[src/fbh_pkg.sv]
// Purpose: Shared constants and types of the flash bank host controller.
// Assumes: 10 MHz clock, 16-bit flash data, 23-bit word address.
// Notes:   Command codes and unlock cycles are kept here so they can be retuned.
package fbh_pkg;
  // ****************************************************************
  // Clock and bus cycle timing.
  // ****************************************************************
  localparam int         CLK_NS   = 100;
  localparam int         T_WP_NS  = 35;  // Least write strobe low time.
  localparam int         T_ACC_NS = 65;  // Longest read access time.
  localparam logic [3:0] WP_CYC   = 4'((T_WP_NS + CLK_NS - 1) / CLK_NS);
  localparam logic [3:0] RD_CYC   = 4'((T_ACC_NS + CLK_NS - 1) / CLK_NS);
  // ****************************************************************
  // Flash geometry and command constants.
  // ****************************************************************
  localparam int          AW          = 23;
  localparam int          DW          = 16;
  localparam int          BANK_LSB    = 21;
  localparam logic [22:0] UNLOCK1_ADDR = 23'h000555;
  localparam logic [15:0] UNLOCK1_DATA = 16'h00aa;
  localparam logic [22:0] UNLOCK2_ADDR = 23'h0002aa;
  localparam logic [15:0] UNLOCK2_DATA = 16'h0055;
  localparam logic [15:0] CODE_RESET   = 16'h00f0;
  localparam logic [15:0] CODE_QUERY   = 16'h0090;
  localparam logic [15:0] CODE_SECURE  = 16'h0088;
  localparam logic [15:0] CODE_PROGRAM = 16'h00a0;
  localparam logic [15:0] CODE_BYPASS  = 16'h0020;
  localparam logic [15:0] CODE_ZERO    = 16'h0000;
  localparam int          POLL_BIT     = 7;  // data_polling_bit
  localparam int          FAIL_BIT     = 5;  // program_fail_flag
  localparam logic [1:0]  STEP_U1      = 2'h0;
  localparam logic [1:0]  STEP_CMD     = 2'h2;
  localparam logic [1:0]  STEP_FINAL   = 2'h3;
  // ****************************************************************
  // Register map, byte offsets on the AXI4-Lite slave.
  // ****************************************************************
  localparam logic [7:0] REG_CMD    = 8'h00;
  localparam logic [7:0] REG_ADDR   = 8'h04;
  localparam logic [7:0] REG_WDATA  = 8'h08;
  localparam logic [7:0] REG_CTRL   = 8'h0c;
  localparam logic [7:0] REG_STATUS = 8'h10;
  localparam logic [7:0] REG_RDATA  = 8'h14;
  localparam int         CTRL_ACCEL = 0;
  localparam int         CTRL_HWRST = 1;
  localparam logic [1:0] RESP_OKAY   = 2'h0;
  localparam logic [1:0] RESP_SLVERR = 2'h2;

  typedef enum logic [3:0] {
    OP_READ, OP_RESET, OP_QUERY, OP_SEC_ENTER, OP_SEC_EXIT,
    OP_PROGRAM, OP_BYP_ENTER, OP_BYP_PROG, OP_BYP_RESET
  } fbh_op_t;

  typedef enum logic [1:0] {MD_READ, MD_QUERY, MD_SECURE, MD_BYPASS} fbh_mode_t;
endpackage

[src/fbh_cyc_if.sv]
// Purpose: Carries one flash bus cycle request between sequencer and engine.
// Assumes: req is a one-cycle pulse, done answers it once.
// Notes:   rdata is valid in the cycle that done is high.
`timescale 1ns/1ps
interface fbh_cyc_if;
  logic        req;
  logic        wr;
  logic [22:0] addr;
  logic [15:0] wdata;
  logic        done;
  logic [15:0] rdata;
  modport seq (output req, wr, addr, wdata, input done, rdata);
  modport eng (input req, wr, addr, wdata, output done, rdata);
endinterface

[src/fbh_ctrl.sv]
// Purpose: Host controller that runs flash bank command sequences for software.
// Assumes: AXI4-Lite slave, one write and one read at a time.
// Notes:   Tracks the bank mode itself and refuses commands the mode forbids.
// Behaviour
// - Query entry: two unlocks, bank command.
// - Protection query needs bank and sector address.
// - Secure region entry three, exit four cycles.
// - Word program takes four write cycles.
// - Bypass entry 20h, program A0h then data.
// - Address latched at falling, data rising strobe.
//
// The register offsets and the AXI4-Lite register port were left to the implementer.
`timescale 1ns/1ps
module fbh_ctrl import fbh_pkg::*; (
  input  wire logic        REF_CLK,
  input  wire logic        RESET_N,
  input  wire logic [7:0]  S_AXI_AWADDR,
  input  wire logic        S_AXI_AWVALID,
  output logic             S_AXI_AWREADY,
  input  wire logic [31:0] S_AXI_WDATA,
  input  wire logic [3:0]  S_AXI_WSTRB,
  input  wire logic        S_AXI_WVALID,
  output logic             S_AXI_WREADY,
  output logic [1:0]       S_AXI_BRESP,
  output logic             S_AXI_BVALID,
  input  wire logic        S_AXI_BREADY,
  input  wire logic [7:0]  S_AXI_ARADDR,
  input  wire logic        S_AXI_ARVALID,
  output logic             S_AXI_ARREADY,
  output logic [31:0]      S_AXI_RDATA,
  output logic [1:0]       S_AXI_RRESP,
  output logic             S_AXI_RVALID,
  input  wire logic        S_AXI_RREADY,
  output logic [22:0]      FLASH_ADDR,
  input  wire logic [15:0] FLASH_DQ_I,
  output logic [15:0]      FLASH_DQ_O,
  output logic [15:0]      FLASH_DQ_OE,
  output logic             FLASH_CE_N,
  output logic             FLASH_WE_N,
  output logic             FLASH_OE_N,
  input  wire logic        FLASH_READY_BUSY_N,
  output logic             FLASH_HWRESET_N,
  output logic             FLASH_ACCEL_HV
);
  // ****************************************************************
  // Reset release and register bus.
  // ****************************************************************
  logic        rst_ff_r, rst_n;
  logic [7:0]  awaddr_r;
  logic [31:0] wdata_bus_r, wmask;
  logic        wr_fire, cmd_wr, start;
  logic [31:0] rd_mux;
  logic        rd_hit;

  // Release is synchronised so no flop leaves reset on a different edge.
  always_ff @(posedge REF_CLK or negedge RESET_N) begin
    if (!RESET_N) begin
      rst_ff_r <= 1'b0;
      rst_n    <= 1'b0;
    end else begin
      rst_ff_r <= 1'b1;
      rst_n    <= rst_ff_r;
    end
  end

  // The write acts once both halves are in, one cycle before bvalid rises.
  assign wr_fire = !S_AXI_AWREADY && !S_AXI_WREADY && !S_AXI_BVALID;
  assign cmd_wr  = wr_fire && awaddr_r == REG_CMD;
  for (genvar b = 0; b < 4; b++) begin : g_mask
    assign wmask[8*b +: 8] = {8{S_AXI_WSTRB[b]}};
  end

  // Write channels are taken in either order and released by the response.
  always_ff @(posedge REF_CLK or negedge rst_n) begin
    if (!rst_n) begin
      S_AXI_AWREADY <= 1'b1;
      S_AXI_WREADY  <= 1'b1;
      S_AXI_BVALID  <= 1'b0;
      S_AXI_BRESP   <= RESP_OKAY;
      awaddr_r      <= '0;
      wdata_bus_r   <= '0;
    end else begin
      if (S_AXI_AWVALID && S_AXI_AWREADY) begin
        awaddr_r      <= S_AXI_AWADDR;
        S_AXI_AWREADY <= 1'b0;
      end
      if (S_AXI_WVALID && S_AXI_WREADY) begin
        wdata_bus_r  <= S_AXI_WDATA & wmask;
        S_AXI_WREADY <= 1'b0;
      end
      if (wr_fire) begin
        S_AXI_BVALID <= 1'b1;
        S_AXI_BRESP  <= awaddr_r > REG_RDATA || awaddr_r[1:0] != 2'h0 ?
                        RESP_SLVERR : RESP_OKAY;
      end
      if (S_AXI_BVALID && S_AXI_BREADY) begin
        S_AXI_BVALID  <= 1'b0;
        S_AXI_AWREADY <= 1'b1;
        S_AXI_WREADY  <= 1'b1;
      end
    end
  end

  // ****************************************************************
  // Software registers and flash mode tracking.
  // ****************************************************************
  fbh_op_t     op_r;
  fbh_mode_t   mode_r;
  logic [22:0] addr_r;
  logic [15:0] wdata_r, rdata_r;
  logic        accel_r, hwrst_r, busy_r, done_r, fail_r, refused_r, done_ok, ok;
  fbh_op_t     op_in;

  assign op_in = fbh_op_t'(wdata_bus_r[3:0]);

  // Each command is checked against the mode the bank is believed to be in.
  always_comb begin
    case (op_in)
      OP_READ:      ok = 1'b1;
      OP_RESET:     ok = mode_r != MD_BYPASS;
      OP_QUERY:     ok = mode_r == MD_READ && !accel_r;
      OP_SEC_ENTER: ok = mode_r == MD_READ && !accel_r;
      OP_SEC_EXIT:  ok = mode_r == MD_SECURE;
      OP_PROGRAM:   ok = mode_r == MD_READ && !accel_r;
      OP_BYP_ENTER: ok = mode_r == MD_READ && !accel_r;
      OP_BYP_PROG:  ok = mode_r == MD_BYPASS || accel_r;
      OP_BYP_RESET: ok = mode_r == MD_BYPASS;
      default:      ok = 1'b0;
    endcase
  end
  assign start = cmd_wr && ok && !busy_r && !hwrst_r;

  // Address, data and control registers; the boost pin is refused in secure
  // mode and while secure entry runs, so it never stands in that mode.
  always_ff @(posedge REF_CLK or negedge rst_n) begin
    if (!rst_n) begin
      addr_r  <= '0;
      wdata_r <= '0;
      accel_r <= 1'b0;
      hwrst_r <= 1'b0;
    end else if (wr_fire) begin
      if (awaddr_r == REG_ADDR) begin
        addr_r <= wdata_bus_r[22:0];
      end
      if (awaddr_r == REG_WDATA) begin
        wdata_r <= wdata_bus_r[15:0];
      end
      if (awaddr_r == REG_CTRL) begin
        accel_r <= wdata_bus_r[CTRL_ACCEL] && mode_r != MD_SECURE &&
                   !(busy_r && op_r == OP_SEC_ENTER);
        hwrst_r <= wdata_bus_r[CTRL_HWRST];
      end
    end
  end

  // The tracked mode follows completed sequences; a hardware reset restores read.
  always_ff @(posedge REF_CLK or negedge rst_n) begin
    if (!rst_n) begin
      mode_r <= MD_READ;
    end else if (hwrst_r) begin
      mode_r <= MD_READ;
    end else if (done_ok) begin
      case (op_r)
        OP_QUERY:     mode_r <= MD_QUERY;
        OP_SEC_ENTER: mode_r <= MD_SECURE;
        OP_SEC_EXIT:  mode_r <= MD_READ;
        OP_BYP_ENTER: mode_r <= MD_BYPASS;
        OP_BYP_RESET: mode_r <= MD_READ;
        OP_RESET:     mode_r <= mode_r == MD_QUERY ? MD_READ : mode_r;
        default:      mode_r <= mode_r;
      endcase
    end
  end

  // ****************************************************************
  // Command sequencer.
  // ****************************************************************
  typedef enum logic [1:0] {SQ_IDLE, SQ_ISSUE, SQ_WAIT} fbh_seq_t;
  fbh_seq_t    sq_r;
  logic [1:0]  step_r, first, last;
  logic        poll_r, fail_seen_r, is_prog, fail_now;
  logic [15:0] code;
  fbh_cyc_if   cyc ();

  assign is_prog = op_r == OP_PROGRAM || op_r == OP_BYP_PROG;
  // Bypass program, bypass reset and reset skip the unlock writes; a read is the final item.
  always_comb begin
    first = op_in == OP_READ ? STEP_FINAL :
            (op_in == OP_RESET || op_in == OP_BYP_PROG || op_in == OP_BYP_RESET) ?
            STEP_CMD : STEP_U1;
    last  = (op_r == OP_RESET || op_r == OP_QUERY || op_r == OP_SEC_ENTER ||
             op_r == OP_BYP_ENTER) ? STEP_CMD : STEP_FINAL;
    case (op_r)
      OP_RESET:                 code = CODE_RESET;
      OP_SEC_ENTER:             code = CODE_SECURE;
      OP_PROGRAM, OP_BYP_PROG:  code = CODE_PROGRAM;
      OP_BYP_ENTER:             code = CODE_BYPASS;
      default:                  code = CODE_QUERY;
    endcase
  end
  assign done_ok = sq_r == SQ_WAIT && cyc.done &&
                   (poll_r ? cyc.rdata[POLL_BIT] == wdata_r[POLL_BIT] :
                    step_r == last && !is_prog);
  assign fail_now = sq_r == SQ_WAIT && cyc.done && poll_r && fail_seen_r &&
                    cyc.rdata[POLL_BIT] != wdata_r[POLL_BIT];

  // Cycle content for the current step; the command cycle carries the bank.
  always_comb begin
    cyc.wr = !(op_r == OP_READ || poll_r);
    case (step_r)
      2'h0: begin
        cyc.addr  = UNLOCK1_ADDR;
        cyc.wdata = UNLOCK1_DATA;
      end
      2'h1: begin
        cyc.addr  = UNLOCK2_ADDR;
        cyc.wdata = UNLOCK2_DATA;
      end
      2'h2: begin
        cyc.addr  = {addr_r[AW-1:BANK_LSB], UNLOCK1_ADDR[BANK_LSB-1:0]};
        cyc.wdata = code;
      end
      default: begin
        cyc.addr  = addr_r;
        cyc.wdata = is_prog ? wdata_r : CODE_ZERO;
      end
    endcase
  end

  // Programs are polled until the data bit matches; a raised failure flag
  // earns one more read, then a reset brings the bank back to the mode the program began in.
  always_ff @(posedge REF_CLK or negedge rst_n) begin
    if (!rst_n) begin
      sq_r        <= SQ_IDLE;
      op_r        <= OP_READ;
      step_r      <= STEP_U1;
      poll_r      <= 1'b0;
      fail_seen_r <= 1'b0;
      busy_r      <= 1'b0;
      cyc.req     <= 1'b0;
    end else begin
      cyc.req <= 1'b0;
      case (sq_r)
        SQ_IDLE: begin
          if (start) begin
            op_r        <= op_in;
            step_r      <= first;
            poll_r      <= 1'b0;
            fail_seen_r <= 1'b0;
            busy_r      <= 1'b1;
            sq_r        <= SQ_ISSUE;
          end
        end
        SQ_ISSUE: begin
          cyc.req <= 1'b1;
          sq_r    <= SQ_WAIT;
        end
        SQ_WAIT: begin
          if (cyc.done) begin
            sq_r <= SQ_ISSUE;
            if (done_ok) begin
              busy_r <= 1'b0;
              sq_r   <= SQ_IDLE;
            end else if (fail_now) begin
              op_r   <= OP_RESET;
              step_r <= STEP_CMD;
              poll_r <= 1'b0;
            end else if (poll_r) begin
              fail_seen_r <= cyc.rdata[FAIL_BIT];
            end else if (step_r != last) begin
              step_r <= step_r + 2'h1;
            end else begin
              poll_r <= 1'b1;
            end
          end
        end
        default: sq_r <= SQ_IDLE;
      endcase
    end
  end

  // Outcome flags clear when a command is taken; a later event sets them again.
  always_ff @(posedge REF_CLK or negedge rst_n) begin
    if (!rst_n) begin
      done_r    <= 1'b0;
      fail_r    <= 1'b0;
      refused_r <= 1'b0;
      rdata_r   <= '0;
    end else begin
      if (start) begin
        done_r    <= 1'b0;
        fail_r    <= 1'b0;
        refused_r <= 1'b0;
      end
      if (cmd_wr && !start) begin
        refused_r <= 1'b1;
      end
      if (fail_now) begin
        fail_r <= 1'b1;
      end
      if (done_ok) begin
        done_r <= 1'b1;
        if (op_r == OP_READ) begin
          rdata_r <= cyc.rdata;
        end
      end
    end
  end

  fbh_cycle u_cycle (
    .clk   (REF_CLK),
    .rst_n (rst_n),
    .cyc   (cyc.eng),
    .dq_i  (FLASH_DQ_I),
    .addr_o(FLASH_ADDR),
    .dq_o  (FLASH_DQ_O),
    .dq_oe (FLASH_DQ_OE),
    .ce_n  (FLASH_CE_N),
    .we_n  (FLASH_WE_N),
    .oe_n  (FLASH_OE_N)
  );

  // ****************************************************************
  // Register read port and pin copies of control bits.
  // ****************************************************************
  always_comb begin
    rd_hit = 1'b1;
    case (S_AXI_ARADDR)
      REG_ADDR:   rd_mux = {9'h000, addr_r};
      REG_WDATA:  rd_mux = {16'h0000, wdata_r};
      REG_CTRL:   rd_mux = {30'h00000000, hwrst_r, accel_r};
      REG_STATUS: rd_mux = {24'h000000, 1'b0, mode_r, FLASH_READY_BUSY_N,
                            refused_r, fail_r, done_r, busy_r};
      REG_RDATA:  rd_mux = {16'h0000, rdata_r};
      REG_CMD:    rd_mux = {28'h0000000, op_r};
      default: begin
        rd_mux = 32'h00000000;
        rd_hit = 1'b0;
      end
    endcase
  end

  // Read data is registered, so the answer appears one cycle after arvalid is taken.
  always_ff @(posedge REF_CLK or negedge rst_n) begin
    if (!rst_n) begin
      S_AXI_ARREADY   <= 1'b1;
      S_AXI_RVALID    <= 1'b0;
      S_AXI_RDATA     <= '0;
      S_AXI_RRESP     <= RESP_OKAY;
      FLASH_ACCEL_HV  <= 1'b0;
      FLASH_HWRESET_N <= 1'b0;
    end else begin
      FLASH_ACCEL_HV  <= accel_r;
      FLASH_HWRESET_N <= !hwrst_r;
      if (S_AXI_ARVALID && S_AXI_ARREADY) begin
        S_AXI_ARREADY <= 1'b0;
        S_AXI_RVALID  <= 1'b1;
        S_AXI_RDATA   <= rd_mux;
        S_AXI_RRESP   <= rd_hit ? RESP_OKAY : RESP_SLVERR;
      end else if (S_AXI_RVALID && S_AXI_RREADY) begin
        S_AXI_RVALID  <= 1'b0;
        S_AXI_ARREADY <= 1'b1;
      end
    end
  end
endmodule

[src/fbh_cycle.sv]
// Purpose: Drives one asynchronous write or read cycle on the flash pins.
// Assumes: Flash inputs are synchronous to clk.
// Notes:   Every pin output is a flip-flop.
`timescale 1ns/1ps
module fbh_cycle import fbh_pkg::*; (
  input  wire logic          clk,
  input  wire logic          rst_n,
  fbh_cyc_if.eng             cyc,
  input  wire logic [15:0]   dq_i,
  output logic      [22:0]   addr_o,
  output logic      [15:0]   dq_o,
  output logic      [15:0]   dq_oe,
  output logic               ce_n,
  output logic               we_n,
  output logic               oe_n
);
  typedef enum logic [1:0] {EG_IDLE, EG_SETUP, EG_PULSE, EG_HOLD} fbh_eng_t;
  fbh_eng_t   st_r;
  logic       wr_r;
  logic [3:0] cnt_r;

  // Address settles with chip select before the write strobe falls, and data
  // is still driven when the strobes rise, so both latch points see it.
  always_ff @(posedge clk or negedge rst_n) begin
    if (!rst_n) begin
      st_r      <= EG_IDLE;
      wr_r      <= 1'b0;
      cnt_r     <= 4'h0;
      addr_o    <= '0;
      dq_o      <= '0;
      dq_oe     <= '0;
      ce_n      <= 1'b1;
      we_n      <= 1'b1;
      oe_n      <= 1'b1;
      cyc.done  <= 1'b0;
      cyc.rdata <= '0;
    end else begin
      cyc.done <= 1'b0;
      case (st_r)
        EG_IDLE: begin
          if (cyc.req) begin
            addr_o <= cyc.addr;
            dq_o   <= cyc.wdata;
            dq_oe  <= {16{cyc.wr}};
            ce_n   <= 1'b0;
            oe_n   <= cyc.wr;
            wr_r   <= cyc.wr;
            st_r   <= EG_SETUP;
          end
        end
        EG_SETUP: begin
          we_n  <= ~wr_r;
          cnt_r <= wr_r ? WP_CYC - 4'h1 : RD_CYC - 4'h1;
          st_r  <= EG_PULSE;
        end
        EG_PULSE: begin
          if (cnt_r == 4'h0) begin
            if (!wr_r) begin
              cyc.rdata <= dq_i;
            end
            we_n <= 1'b1;
            ce_n <= 1'b1;
            oe_n <= 1'b1;
            st_r <= EG_HOLD;
          end else begin
            cnt_r <= cnt_r - 4'h1;
          end
        end
        EG_HOLD: begin
          dq_oe    <= '0;
          cyc.done <= 1'b1;
          st_r     <= EG_IDLE;
        end
        default: st_r <= EG_IDLE;
      endcase
    end
  end
endmodule

[config.mk]
export PLATFORM = sky130hd
export DESIGN_NAME = fbh_ctrl
export DESIGN_NICKNAME = d
export VERILOG_FILES = /design/src/fbh_pkg.sv /design/src/fbh_cyc_if.sv /design/src/fbh_ctrl.sv /design/src/fbh_cycle.sv
export SDC_FILE = /design/constraint.sdc
export NUM_CORES = 1
export LEC_CHECK = 0
export BUFFER_PORTS_ARGS = -buffer_cell sky130_fd_sc_hd__buf_2
export CAP_MARGIN = 20
export CORE_MARGIN = 2
export CORE_UTILIZATION = 35
export CTS_BUF_LIST = sky130_fd_sc_hd__clkbuf_8
export DETAILED_ROUTE_END_ITERATION = 8
export SYNTH_ARGS = -nofsm -noshare
export SYNTH_HDL_FRONTEND = slang
export SYNTH_HIERARCHICAL = 1
export SYNTH_SLANG_ARGS = --single-unit
[constraint.sdc]
create_clock -name REF_CLK -period 7.8 [get_ports REF_CLK]
set_input_delay 1.56 -clock REF_CLK [delete_from_list [all_inputs] [get_ports REF_CLK]]
set_output_delay 1.56 -clock REF_CLK [all_outputs]
set_load 0.01 [all_outputs]
==> metrics <==
CTS max path bufs=3; Initial Util=0.355; RSZ-0062 raised after global routing=false; # fillers=2610; met1 usage=0.240; crit path capture type=register; clock buffer count from CTS=35; H-Tree Depth=2; Final setup viols=0; post-route ant nets=0; grt met3 use=0.0395; Synth top area share=0.524; crit start category=input port; drt first pass iters=5; GRT Total Usage=0.166; Max transition margin=0.288; half-perimeter wire length after placement=17.1 mm; Die Width=169 um; Final min period=3.31 ns; synthesis-stage register bit count=206; largest net degree at the start of global routing=75; WL/cell=17.7 um; P per Cell Area=301 nW/um2; first-pass GRT wire length=37.2 mm; most frequent cell after synthesis=dfrtp_1; slew at the pin with the worst max-slew slack=1.07 ns; synth unique cells=80; Core ar.=26900 um2; Critical Path RT=8.25 ns; chip height=169 um; diode count=0; initial DRC count=395; CTS Hold Bufs=0; vias per inst=5.02; crit share post-route=0.424; antenna violations before repair=2; post-synthesis sequential area ratio=0.541; peak supply drop=0.0993 mV; post-synth top area cell=dfrtp_1; placed inst area=10400 um2; gr busiest metal=met2; Post-synth top cells=dfrtp_1 (200), nand2_1 (125), mux2_2 (116), o21ai_0 (67), a21oi_1 (39); Area Overhead vs Synth=16.3%; Final Instance Area=11100 um2; Arrival @ worst endpoint=3.76 ns; Fmax=302 MHz; worst-path fanout max=11; std cell rows=60; most common flop cell mapped by yosys=dfrtp_1; max cap viols=0; I/O Buffers=155; Reg area=5170 um2; min-delay worst type=register to register; met2 Use GR=0.249; CP Class=input port to register; warnings from Yosys=6; Setup Skew=0.0330 ns; share of layout cells above drive strength 1=0.355; IO Pins=177; postcts setup bufs=0; ys async rst share=1.00; routability cong.=0.869; pins over their slew limit=0; fin cells=1348; clock root buffer master=clkbuf_8; status=finished, final reports clean; DR vias=6766; grt total ovfl=0; Final Hold Viols=0; placed cells=1286; Mean Syn Cell Area=11.3 um2; area occupied by multi-input gates=3920 um2; CTS resizes=0; CTS sink count=206; setup TNS=0 ns; die footprint=28600 um2; Synth Cell Area=9540 um2; DRT Wirelength=23.9 mm; # DRC=0; Lkg Pwr=5.53 nW; worst skew pair latency=0.53 ns; Hold WS=0.352 ns; TritonCTS clock tree=built; vias in the first global route=6518; EDFF count, synth=0; Final #Nets=1068; CTS clk-pin slew, worst paths=0.06 ns; Syn Inst Count=844; largest cells by area after synthesis=dfrtp_1 (52%), mux2_2 (14%), nand2_1 (4.9%), o21ai_0 (3.5%), buf_4 (2.4%)
-- per-stage QoR --
stage	setup WS, ns	utilization	power, W
2_1_floorplan	1.64	-	0.00217
3_3_place_gp	3.91	0.388	0.00242
3_5_place_dp	3.98	0.388	0.00244
4_1_cts	4.53	0.413	0.00338
5_1_grt	4.40	0.413	0.00356
6_report	4.49	0.413	0.00334
-- flip-flops by register name, indices dropped and copies added (netlist names), 8 cells and up --
name and cells:
S_AXI_RDATA 23, addr_r 23, u_cycle/addr_o 23, wdata_bus_r 23, rdata_r 16, u_cycle/cyc.rdata 16
u_cycle/dq_o 16, wdata_r 16, awaddr_r 8
-- layer usage --
metal | wire [um] | up-vias
met1 | 11400 | 3306
met4 | 438 | 4
met5 | 18 | -
met2 | 10500 | 193
li1 | - | 3229
met3 | 1520 | 34
-- placed cells by master (no fill, tap or decap), types with 5 or more instances in the layout --
cell        n
a21o_1      5
a21oi_1    39
a222oi_1    5
a22o_1     11
a31oi_1     6
and2_1     16
and3_1     10
buf_2     155
buf_4       6
clkbuf_8   42
clkinv_2    6
conb_1     12
dfrtp_1   199
dfstp_2     6
ha_1       10
inv_1      38
mux2_2    116
nand2_1   124
nand2b_1    5
nand3_1    13
nand3b_1    6
nor2_1     15
nor2b_1     8
o21ai_0    67
-- cells by family (layout without fill, tap and decap cells) --
logic type | after synthesis | count (layout) | share of synthesized area
adders and majority gates | 10 | 10 | 0.0131
buffers and inverters | 95 | 248 | 0.0526
DFF | 206 | 206 | 0.541
and+or+nand+nor | 231 | 231 | 0.125
muxes | 124 | 124 | 0.149
xor gates and xnor gates | 3 | 3 | 0.00275
other | 2 | 12 | 0.000787
AOI/OAI and AO/OA | 173 | 173 | 0.117
-- final timing paths --
kind | depth (start not counted) | to | slack (ns) | startpoint
worst max-delay path | 7 | S_AXI_RDATA[4]$_DFFE_PN0P_ | 4.49 | S_AXI_ARADDR[6]
worst min-delay path | 0 | rst_n$_DFF_PN0_ | 0.35 | rst_ff_r$_DFF_PN0_
worst max register to register | 5 | rdata_r[10]$_DFFE_PN0P_ | 4.76 | op_r[0]$_DFFE_PN0P_
worst min register to register | 0 | rst_n$_DFF_PN0_ | 0.35 | rst_ff_r$_DFF_PN0_
max in group asynchronous | 1 | awaddr_r[5]$_DFFE_PN0P_ | 5.84 | rst_n$_DFF_PN0_
min in group asynchronous | 0 | wdata_bus_r[16]$_DFFE_PN0P_ | 0.43 | rst_n$_DFF_PN0_
-- final cells by class --
| class | instances | area share |
|---|---|---|
| clock buffers | 42 | 0.0521 |
| clock inverters | 20 | 0.00744 |
| flip-flops and latches | 206 | 0.466 |
| well taps | 341 | 0.0385 |
| multi-input cells | 553 | 0.353 |
| repair buffers | 162 | 0.0750 |
| inverters | 24 | 0.00812 |
-- critical path, cell delays in order --
cell	delay, ns
buf_2	0.09
or4_1	0.72
nor4b_4	0.58
buf_4	0.31
a222oi_1	0.17
a21oi_1	0.22
a21o_1	0.11
-- power breakdown --
| group | switching (W) | internal (W) |
|---|---|---|
| logic | 0.000460 | 0.000385 |
| clock network | 0.000431 | 0.000488 |
| registers | 0.000262 | 0.00131 |
| total | 0.00115 | 0.00219 |
(Power assumes the default switching activity.)
